[config.mk]
export PLATFORM = sky130hd
export DESIGN_NAME = ring_wave_pwm_sequencer
export DESIGN_NICKNAME = d
export VERILOG_FILES = /design/src/design/ring_pkg.sv /design/src/design/ring_wave_pwm_sequencer.sv
export SDC_FILE = /design/constraint.sdc
export NUM_CORES = 1
export LEC_CHECK = 0
export BUFFER_PORTS_ARGS = -buffer_cell sky130_fd_sc_hd__clkbuf_2
export CORE_MARGIN = 5
export CORE_UTILIZATION = 35
export DETAILED_ROUTE_END_ITERATION = 8
export GPL_TIMING_DRIVEN = 0
export HOLD_SLACK_MARGIN = 0.08
export PLACE_DENSITY = 0.62
export SETUP_SLACK_MARGIN = 0.3
export SLEW_MARGIN = 10
export SYNTH_ARGS = -nofsm -noshare
export SYNTH_HDL_FRONTEND = slang
export SYNTH_SLANG_ARGS = --single-unit
[constraint.sdc]
create_clock -name clk -period 35.4 [get_ports clk]
set_input_delay 3.54 -clock clk [delete_from_list [all_inputs] [get_ports clk]]
set_output_delay 3.54 -clock clk [all_outputs]
set_load 0.01 [all_outputs]
[src/design/ring_pkg.sv]
/*
 Constants and carrier types for the ringing-wave PWM sequencer.
 Assumes a single 40 MHz clock; all intervals are counted on it.
*/
package ring_pkg;
    localparam int CLK_HZ = 40_000_000;
    // Switching period: 96 kHz nominal
    localparam int PWM_HZ = 96_000;
    localparam logic [8:0] PWM_PERIOD = 9'(CLK_HZ / PWM_HZ);
    // Ringing frequency and sine table layout
    localparam int RING_HZ = 20;
    localparam int TABLE_LEN = 32;
    localparam logic [4:0] TABLE_LAST = 5'h1f;
    localparam int SAMPLE_CYC = CLK_HZ / (RING_HZ * 2 * TABLE_LEN);
    localparam logic [15:0] SAMPLE_CYC_M1 = 16'(SAMPLE_CYC - 1);
    // Amplitude step range
    localparam logic [4:0] STEP_NOM = 5'h10;
    localparam logic [4:0] STEP_MAX = 5'h1f;
    // Current-limit pulses per half cycle; more than this means overload
    localparam logic [7:0] CL_THRESH = 8'h08;
    // Protection timing
    localparam int OVL_MS = 300;
    localparam int SHUT_MS = 4860;
    localparam longint OVL_CYC = longint'(CLK_HZ) * OVL_MS / 1000;
    localparam longint SHUT_CYC = longint'(CLK_HZ) * SHUT_MS / 1000;
    // Zero-crossing pulse: starts this many table entries before crossing
    localparam logic [4:0] SYNC_LEAD = 5'h01;
    localparam logic [4:0] SYNC_TAIL = 5'h01;
    // Half cycles per full sine period
    localparam logic [1:0] HALVES_PER_PERIOD = 2'h2;

    typedef enum {ST_RUN, ST_COUNT, ST_SHUT} prot_state_t;

    // Outputs towards the power stage, bridge and relays
    typedef struct packed {
        logic switch_on;
        logic bridge_polarity;
        logic zero_cross;
        logic overload;
    } stage_out_t;
endpackage : ring_pkg

[src/design/ring_wave_pwm_sequencer.sv]
/*
 Ringing-wave PWM sequencer: sine-table PWM with amplitude stepping,
 overload shutdown, bridge polarity and zero-crossing outputs.
 Assumes inputs synchronous to clk; reset driven from the inhibit input.
*/
module ring_wave_pwm_sequencer
    import ring_pkg::*;
#(
    parameter longint OVL_CYCLES = OVL_CYC,
    parameter longint SHUT_CYCLES = SHUT_CYC,
    parameter int SAMPLE_CYCLES = SAMPLE_CYC
) (
    input wire logic clk,
    input wire logic reset,
    input wire logic current_limit_in,
    input wire logic comparator_feedback_in,
    output logic pwm_out,
    output logic bridge_polarity_out,
    output logic zero_cross_out,
    output logic overload_flag_out,
    output stage_out_t stage_r
);
    localparam logic [27:0] OVL_LIM = 28'(OVL_CYCLES - 1);
    localparam logic [27:0] SHUT_LIM = 28'(SHUT_CYCLES - 1);
    // Clocks per table entry; shortened only to keep bench runs brief
    localparam logic [15:0] SAMP_LIM = 16'(SAMPLE_CYCLES - 1);

    logic [8:0] pwm_cnt_r;
    logic [15:0] samp_cnt_r;
    logic [4:0] idx_r;
    logic [4:0] step_r;
    logic [7:0] cl_cnt_r;
    logic cl_prev_r;
    logic cut_r;
    logic [1:0] calm_r;
    logic [27:0] prot_cnt_r;
    prot_state_t prot_r;
    logic [8:0] duty;
    logic period_end;
    logic half_end;
    logic samp_end;
    logic [7:0] sine_val;
    logic fb_unused;

    // Half sine of 32 entries, every entry listed in the table
    function automatic logic [7:0] sine_lut(input logic [4:0] i);
        logic [7:0] v;
        v = 8'h00;
        case (i)
            5'h00: v = 8'h00; 5'h01: v = 8'h19; 5'h02: v = 8'h31; 5'h03: v = 8'h4a;
            5'h04: v = 8'h61; 5'h05: v = 8'h78; 5'h06: v = 8'h8e; 5'h07: v = 8'ha2;
            5'h08: v = 8'hb5; 5'h09: v = 8'hc5; 5'h0a: v = 8'hd4; 5'h0b: v = 8'he1;
            5'h0c: v = 8'heb; 5'h0d: v = 8'hf4; 5'h0e: v = 8'hfa; 5'h0f: v = 8'hfe;
            5'h10: v = 8'hff; 5'h11: v = 8'hfe; 5'h12: v = 8'hfa; 5'h13: v = 8'hf4;
            5'h14: v = 8'heb; 5'h15: v = 8'he1; 5'h16: v = 8'hd4; 5'h17: v = 8'hc5;
            5'h18: v = 8'hb5; 5'h19: v = 8'ha2; 5'h1a: v = 8'h8e; 5'h1b: v = 8'h78;
            5'h1c: v = 8'h61; 5'h1d: v = 8'h4a; 5'h1e: v = 8'h31; 5'h1f: v = 8'h19;
            default: v = 8'h00;
        endcase
        return v;
    endfunction : sine_lut

    // Line compensation is outside this block; the input is kept for the pin
    assign fb_unused = comparator_feedback_in;
    assign sine_val = sine_lut(idx_r);
    assign period_end = (pwm_cnt_r == PWM_PERIOD - 9'h001);
    assign samp_end = (samp_cnt_r == SAMP_LIM);
    assign half_end = samp_end && (idx_r == TABLE_LAST);

    // Duty = table * period * 16 / 256 / step, bounded by the period
    always_comb begin
        logic [20:0] num;
        num = 21'(sine_val) * 21'(PWM_PERIOD) * 21'(STEP_NOM);
        duty = 9'((num >> 8) / 21'(step_r));
    end

    // Switching period counter
    always_ff @(posedge clk or posedge reset) begin
        if (reset) begin
            pwm_cnt_r <= 9'h000;
        end else if (period_end) begin
            pwm_cnt_r <= 9'h000;
        end else begin
            pwm_cnt_r <= pwm_cnt_r + 9'h001;
        end
    end

    // Sine table stepping
    always_ff @(posedge clk or posedge reset) begin
        if (reset) begin
            samp_cnt_r <= 16'h0000;
            idx_r <= 5'h00;
        end else if (samp_end) begin
            samp_cnt_r <= 16'h0000;
            idx_r <= idx_r + 5'h01;
        end else begin
            samp_cnt_r <= samp_cnt_r + 16'h0001;
        end
    end

    // Current-limit cut holds until the switching period ends
    always_ff @(posedge clk or posedge reset) begin
        if (reset) begin
            cut_r <= 1'b0;
        end else if (period_end) begin
            cut_r <= 1'b0;
        end else if (!current_limit_in) begin
            cut_r <= 1'b1;
        end
    end

    // Switch drive, cut at once by current limit or shutdown
    always_ff @(posedge clk or posedge reset) begin
        if (reset) begin
            pwm_out <= 1'b0;
        end else begin
            pwm_out <= (prot_r != ST_SHUT) && current_limit_in && !cut_r
                && !period_end && (pwm_cnt_r < duty);
        end
    end

    // Count falling edges of current limit per half cycle
    always_ff @(posedge clk or posedge reset) begin
        if (reset) begin
            cl_prev_r <= 1'b1;
            cl_cnt_r <= 8'h00;
        end else begin
            cl_prev_r <= current_limit_in;
            if (half_end) begin
                cl_cnt_r <= 8'h00;
            end else if (cl_prev_r && !current_limit_in && cl_cnt_r != 8'hff) begin
                cl_cnt_r <= cl_cnt_r + 8'h01;
            end
        end
    end

    // Amplitude step adjusted once per half cycle, forced to STEP_MAX during shutdown
    always_ff @(posedge clk or posedge reset) begin
        if (reset) begin
            step_r <= STEP_NOM;
        end else if (prot_r == ST_SHUT) begin
            step_r <= STEP_MAX;
        end else if (half_end) begin
            if (cl_cnt_r > CL_THRESH && step_r != STEP_MAX) begin
                step_r <= step_r + 5'h01;
            end else if (cl_cnt_r == 8'h00 && step_r != STEP_NOM) begin
                step_r <= step_r - 5'h01;
            end
        end
    end

    // Overload protection: count at minimum amplitude, then shut down
    always_ff @(posedge clk or posedge reset) begin
        if (reset) begin
            prot_r <= ST_RUN;
            prot_cnt_r <= 28'h0000000;
        end else begin
            case (prot_r)
                ST_RUN: begin
                    prot_cnt_r <= 28'h0000000;
                    if (step_r == STEP_MAX && half_end && cl_cnt_r > CL_THRESH) begin
                        prot_r <= ST_COUNT;
                    end
                end
                ST_COUNT: begin
                    if (half_end && cl_cnt_r == 8'h00) begin
                        prot_r <= ST_RUN;
                    end else if (prot_cnt_r == OVL_LIM) begin
                        prot_r <= ST_SHUT;
                        prot_cnt_r <= 28'h0000000;
                    end else begin
                        prot_cnt_r <= prot_cnt_r + 28'h0000001;
                    end
                end
                ST_SHUT: begin
                    if (prot_cnt_r == SHUT_LIM) begin
                        prot_r <= ST_RUN;
                        prot_cnt_r <= 28'h0000000;
                    end else begin
                        prot_cnt_r <= prot_cnt_r + 28'h0000001;
                    end
                end
                default: begin
                    prot_r <= ST_RUN;
                end
            endcase
        end
    end

    // Bridge polarity toggles at each table wrap
    always_ff @(posedge clk or posedge reset) begin
        if (reset) begin
            bridge_polarity_out <= 1'b0;
        end else if (half_end) begin
            bridge_polarity_out <= !bridge_polarity_out;
        end
    end

    // Zero-crossing pulse, leading the wrap by a fixed table entry
    always_ff @(posedge clk or posedge reset) begin
        if (reset) begin
            zero_cross_out <= 1'b0;
        end else begin
            zero_cross_out <= (idx_r >= TABLE_LAST - SYNC_LEAD + 5'h01) || (idx_r < SYNC_TAIL);
        end
    end

    // Overload flag with one-period hold at nominal step
    always_ff @(posedge clk or posedge reset) begin
        if (reset) begin
            overload_flag_out <= 1'b0;
            calm_r <= 2'h0;
        end else if (step_r != STEP_NOM) begin
            overload_flag_out <= 1'b1;
            calm_r <= 2'h0;
        end else if (half_end && overload_flag_out) begin
            if (calm_r == HALVES_PER_PERIOD - 2'h1) begin
                overload_flag_out <= 1'b0;
                calm_r <= 2'h0;
            end else begin
                calm_r <= calm_r + 2'h1;
            end
        end
    end

    // Bundled copy of the stage outputs
    always_ff @(posedge clk or posedge reset) begin
        if (reset) begin
            stage_r <= '0;
        end else begin
            stage_r <= '{switch_on: pwm_out, bridge_polarity: bridge_polarity_out,
                         zero_cross: zero_cross_out, overload: overload_flag_out};
        end
    end

    // Assertions
    shut_quiet_a: assert property (@(posedge clk) disable iff (reset)
        (prot_r == ST_SHUT) |=> !pwm_out)
        else $error("switch active during shutdown");
    cl_cut_a: assert property (@(posedge clk) disable iff (reset)
        !current_limit_in |=> !pwm_out)
        else $error("switch on after current limit");
    step_range_a: assert property (@(posedge clk) disable iff (reset)
        step_r >= STEP_NOM && step_r <= STEP_MAX)
        else $error("step out of range");
    step_hold_a: assert property (@(posedge clk) disable iff (reset)
        (!half_end && prot_r != ST_SHUT && $past(prot_r) != ST_SHUT) |=> $stable(step_r))
        else $error("step changed mid half cycle");
    flag_high_a: assert property (@(posedge clk) disable iff (reset)
        (step_r > STEP_NOM) |=> overload_flag_out)
        else $error("overload flag low above nominal");
    polarity_a: assert property (@(posedge clk) disable iff (reset)
        half_end |=> (bridge_polarity_out != $past(bridge_polarity_out)))
        else $error("polarity missed wrap");
    cl_reset_a: assert property (@(posedge clk) disable iff (reset)
        half_end |=> (cl_cnt_r == 8'h00))
        else $error("cl count not restarted");
    sync_lead_a: assert property (@(posedge clk) disable iff (reset)
        (idx_r == TABLE_LAST) |=> zero_cross_out)
        else $error("sync not leading crossing");
    ovl_shut_a: assert property (@(posedge clk) disable iff (reset)
        (prot_r == ST_COUNT && prot_cnt_r == OVL_LIM && !half_end) |=> (prot_r == ST_SHUT))
        else $error("no shutdown after count");
endmodule : ring_wave_pwm_sequencer

==> impl_metrics.toml, run 1 <==
[global_routing]
grt_pass1_vias = 13972
grt_max_degree = 48
grt_first_pass_wirelength_um = 70000
grt-ovfl-total = 0
track_usage = 0.189
antenna_found_initial = 0

[place]
gp_congestion = 0.907
dpl_worst_slack_ns = -5.65
io_buffers = 10
placed_area_sq_mm = 0.0147
place_hpwl_um = 30100

[job]
cap_violations = 0

[clock_network]
hold_buffers = 0
ctsHtreeMaxLevel = 3
clk_pin_slew_worst_paths_ns = 0.08
clock_path_buffers = 2
root_buffer = "clkbuf_16"
clock-sinks = 85
clk_latency_ns = 0.36
cts_tree = "done"
cts_buffers = 9

[cells_and_area]
utilization = 0.456
drive_gt1_frac = 0.258
nNetsFinal = 2207
areaGrowthSynthToFinish_pct = 28.9
diodes = 0
final_area_sq_mm = 0.0177

[run_status]
status = "complete, but fails checks"
violations = "negative setup slack"

[yosys]
synth_simple_gate_area_frac = 0.280
async_reset_ff_frac = 1.00
synthMuxAreaShare = 0.0314
yosys.area_share.xor_xnor = 0.0721
yosysSeqAreaShare = 0.155
netlist_instances = 1794
yosys_warnings = 0
synth_adder_area_share = 0.140
synth_edf_count = 0
syn-cell-area_sq_mm = 0.0137
yosysUniqueCellTypes = 122
synth_compound_gate_area_share = 0.287
synth_top_family_by_area = "compound AO/OA/AOI/OAI gates"
synth-seq-cells = 85
synth_flop_cell = "dfrtp_1"
syn_avg_cell_area_sq_um = 7.64

[die]
core-area_sq_mm = 0.0387
die_y_um = 208
start_util = 0.354
ios = 12
fp.dieArea_sq_mm = 0.0432
fp.dieW_um = 208
rows = 72

[timing]
setup_viol = 1
period_needed_ns = 35.53
worst_pin_slew_ns = 1.19
slew_violations = 0
max_freq_mhz = 28.1
hold_viol = 0
period_share = 1.00
fin_worst_skew_ns = 0.0171
max_slew_margin = 0.207
setup_ws_ns = -0.133
rsz0062_at_grt = "true"

[drt]
viasPerCell = 5.84
wl_met3_um = 2110
routedWlPerCell_um = 17.5
drt-total-wl_um = 45000
first_pass_iters = 7
wl_met1_um = 20000
highest_layer = "met4"
via_count = 15040
wl_met2_um = 20900
route.detailed.drc = 0
postRouteAntennaNets = 0
initialDrtViolationCount = 924

[critical_path]
cp.arrival_ns = 35.74
cpPeakStageDelay_ns = 0.43
end_kind = "register"
critPathTopFamily = "compound AO/OA/AOI/OAI gates"
reg2reg_slack_ns = -0.13
cpMaxStageDelayCell = "o41a_1"
cp.required_ns = 35.61
r2r_start = "step_r[2]"
r2r-end = "pwm_out"
reg2regPathDepth = 214
worst-setup-path-type = "reg2reg"
cp-start-kind = "register"
cp_common_cell = "buf_4"
worstPathMaxFanout = 7
path_buf_inv = 62

[min_path]
hold_path.class = "reg2reg"
hp-start = "zero_cross_out"
hold_path_depth = 0
worstHoldEndpoint = "stage_r[1]"
-- routing by layer --
layer / global-route usage / vias up
li1: - / 7272
met1: 0.253 / 7165
met2: 0.317 / 477
met3: 0.0196 / 126
met4: 0.0668 / 0
met5: 0 / -
-- cell usage after synthesis, types with 7 or more instances --
cell,instances,share of area
buf_2,10,0.0037
nand3b_1,8,0.0044
a31oi_1,16,0.0073
a21oi_1,100,0.036
nor2b_1,24,0.011
nor2_1,201,0.055
ha_1,145,0.13
nor4_1,18,0.0082
or2_1,9,0.0041
a211o_1,9,0.0057
o211ai_1,26,0.014
nand4_1,32,0.015
a31o_2,8,0.0051
a221oi_1,7,0.0045
mux2i_1,18,0.013
nand2b_1,21,0.0096
or3_1,24,0.011
nor3_1,80,0.029
xnor2_1,66,0.042
a22o_1,8,0.0051
a21o_1,30,0.016
dfrtp_1,83,0.15
nand2_1,149,0.041
o21a_1,56,0.031
a211oi_1,11,0.0060
o21ai_0,104,0.038
a21boi_0,7,0.0038
clkbuf_1,18,0.0049
nand3_1,62,0.023
o31ai_1,23,0.013
inv_1,73,0.020
o21ai_1,13,0.0047
xor2_1,45,0.029
mux2_2,18,0.015
o21bai_1,10,0.0055
and2_1,18,0.0082
and3_1,32,0.015
or2_2,13,0.0059
-- worst register-to-register path: cells and delay by family, from the launching register on --
family                     cells  cell delay [ns]
adders and majority gates     15             3.85
and+or+nand+nor               61             9.75
DFF                            1             0.39
muxes                          5             1.37
buffers and inverters         62             7.25
AOI/OAI and AO/OA             71            12.79
-- registers in the layout, indices dropped and copies added, names as in the netlist --
name                 cells
bridge_polarity_out      1
calm_r                   2
cl_cnt_r                 8
cl_prev_r                1
cut_r                    1
idx_r                    5
overload_flag_out        1
prot_cnt_r              28
prot_r                   2
pwm_cnt_r                9
pwm_out                  1
samp_cnt_r              16
stage_r                  4
step_r                   5
zero_cross_out           1
-- through the flow --
step	TNS, ns	cells	hold slack, ns
after floorplan	0	1801	0.416
after global placement	-5.36	2329	0.395
after detailed placement	-5.65	2330	0.392
after CTS	0	2484	0.408
after global routing	-1.45	2576	0.414
final	-0.133	2576	0.389
-- placed cells by master, fill, tap and decap left out, drive strengths merged, types with 25 or more instances in the layout --
cell type / Yosys / routed
ha: 145 / 145
nand4: 36 / 36
xor2: 45 / 45
nor2: 206 / 206
o211ai: 26 / 26
or3: 25 / 25
a21o: 31 / 31
dfrtp: 83 / 83
o21a: 56 / 56
a21oi: 104 / 104
xnor2: 67 / 67
nor3: 84 / 84
nand2: 151 / 151
o21ai: 122 / 122
inv: 79 / 79
nand3: 63 / 63
buf: 16 / 246
and3: 33 / 33
clkbuf: 18 / 34
-- final cells by class --
cell class	instances	area [sq um]
Multi-Input combinational cell	1602	12200
Clock inverter	7	73.8
Clock buffer	9	225
Tap cell	518	648
Buffer	34	254
Fill cell	3769	21100
Timing Repair inverter	4	20.0
Inverter	80	333
Sequential cell	85	2130
Timing Repair Buffer	237	1790
-- cell families after synthesis --
logic type	after synthesis
flops	85
xor+xnor	112
buf+inv	114
mux	39
compound gates	550
other cells	1
fa+ha+maj	150
simple gates	743
-- worst max-delay path by stage --
stage              start       to  slack [ns]  cells after the start
6_report       step_r[2]  pwm_out       -0.13                    214
3_5_place_dp   step_r[0]  pwm_out       -5.65                    195
2_1_floorplan  step_r[2]  pwm_out        0.30                    200
3_3_place_gp   step_r[0]  pwm_out       -5.36                    195
5_1_grt        step_r[2]  pwm_out       -1.45                    207
4_1_cts        step_r[2]  pwm_out        0.30                    206
-- timing repair --
action	in CTS	in global routing
setup buffers	134	91
cloned	4	1
pin swaps	59	132
setup endpoints to repair	1	1
resized for setup	104	115
Power of run 1 is left out: the tool's default activity adds up to more than one toggle a clock period on the data nets, which glitch-free logic cannot reach.
==> run 2: changes to the inputs <==
- PLACE_DENSITY: 0.62 -> not set
- PLACE_DENSITY_LB_ADDON: not set -> 0.25
==> run 2 against run 1 <==
Against the previous run: the flow still finishes with violations (negative setup slack); maximum frequency up 0.32%; non-clock buffer count shrank 27; first-iteration DRC count fell by 9.1%; global-route usage is 1.5 points lower.
==> impl_metrics.toml, run 2 (synthesized netlist as in run 1, its figures left out) <==
[run_status]
status = "complete, but fails checks"
violations = "negative setup slack"

[global_routing]
grt_first_pass_wirelength_um = 65500
track_usage = 0.173
grt-ovfl-total = 0
antenna_found_initial = 0
grt_max_degree = 60
grt_pass1_vias = 13576

[cells_and_area]
drive_gt1_frac = 0.246
multi_input_area_sq_mm = 0.0122
mostFrequentLayoutCells = "184 x buf_4, 173 x nor2_1, 138 x nand2_1"
final_common_cell = "buf_4"
nNetsFinal = 2180
diodes = 0
reg_top3 = "prot_cnt_r (28), samp_cnt_r (16), pwm_cnt_r (9)"
finalNonFillerCells = 2549
final_area_sq_mm = 0.0175
fillers = 3892
largest_reg_flops = 28
regArea_sq_mm = 0.00213
areaGrowthSynthToFinish_pct = 27.4
largest_register = "prot_cnt_r"

[die]
start_util = 0.354
ios = 12
rows = 72
die_y_um = 208
core-area_sq_mm = 0.0387
fp.dieArea_sq_mm = 0.0432
fp.dieW_um = 208

[min_path]
hold_path.class = "reg2reg"

[critical_path]
r2r-end = "pwm_out"
worst-setup-path-type = "reg2reg"
r2r_start = "step_r[0]"
crit_end = "pwm_out"
end_kind = "register"
cpPeakStageDelay_ns = 0.43
reg2reg_slack_ns = -0.02
worstPathMaxFanout = 10
cp.arrival_ns = 35.63
reg2regPathDepth = 210
cpMaxStageDelayCell = "or4_4"
cp.required_ns = 35.61
cp-start-kind = "register"
crit_start = "step_r[0]"

[drt]
initialDrtViolationCount = 840
wl_met1_um = 19300
highest_layer = "met4"
via_count = 14592
postRouteAntennaNets = 0
wl_met3_um = 1190
viasPerCell = 5.72
wl_met2_um = 19600
routedWlPerCell_um = 16.1
route.detailed.drc = 0
first_pass_iters = 5
drt-total-wl_um = 41000

[timing]
rsz0062_at_grt = "true"
fin_worst_skew_ns = 0.0114
setup_ws_ns = -0.0210
worst_hold_slack_ns = 0.385
period_share = 1.00
max_freq_mhz = 28.2
setup_viol = 1
period_needed_ns = 35.42
worst_pin_slew_ns = 1.18
max_slew_margin = 0.206
slew_violations = 0
hold_viol = 0

[clock_network]
clk_latency_ns = 0.34
root_buffer = "clkbuf_16"
ctsHtreeMaxLevel = 3
clock-sinks = 85
clk_pin_slew_worst_paths_ns = 0.07
cts_tree = "done"
cts_buffers = 9
clock_path_buffers = 2

[place]
io_buffers = 10
dp_cells = 2330
placed_area_sq_mm = 0.0147
place_hpwl_um = 28700
gp_congestion = 0.852
dpl_worst_slack_ns = -5.55

[job]
cap_violations = 0
-- run 2: worst min path at each step --
stage / startpoint / endpoint / slack (ns) / cells after the start
after detailed placement: pwm_out / stage_r[3] / 0.36 / 0
final: zero_cross_out / stage_r[1] / 0.38 / 0
after global placement: zero_cross_out / stage_r[1] / 0.36 / 0
after CTS: zero_cross_out / stage_r[1] / 0.39 / 0
after floorplan: zero_cross_out / stage_r[1] / 0.42 / 0
after global routing: zero_cross_out / stage_r[1] / 0.40 / 0
-- run 2: timing repair --
item,CTS,global route
pin swaps,60,130
cloned,4,0
setup endpoints to repair,1,1
endpoints found under the hold margin,0,0
setup buffers,112,87
resized for setup,93,129
hold buffers,0,0
-- run 2: critical path, delay by kind of cell (launching register included) --
family,cells,cell delay [ns]
muxes,6,1.83
DFF,1,0.39
buffers and inverters,50,6.11
AOI/OAI and AO/OA,74,12.39
adders and majority gates,16,4.23
and+or+nand+nor,64,10.20
-- run 2: final cells by class --
cell class                 instances  share of cell area
multi-input combinational       1602               0.696
sequential                        85               0.122
timing repair buffer             210              0.0936
tap                              518              0.0371
inverter                          80              0.0191
buffer                            34              0.0147
clock buffer                       9              0.0129
clock inverter                     7             0.00322
timing repair inverter             4             0.00115
-- run 2: stage by stage --
stage / utilization / setup TNS, ns
floorplan: - / 0
global placement: 0.379 / -5.04
detailed placement: 0.379 / -5.55
CTS: 0.419 / 0
global route: 0.451 / -1.77
finish: 0.451 / -0.0210
-- run 2: metal layers --
| metal | vias up | GRT usage |
|---|---|---|
| li1 | 7216 | - |
| met1 | 6972 | 0.236 |
| met2 | 327 | 0.300 |
| met3 | 77 | 0.0113 |
| met4 | 0 | 0.0439 |
| met5 | - | 0 |
Power of run 2 is left out for the same reason.
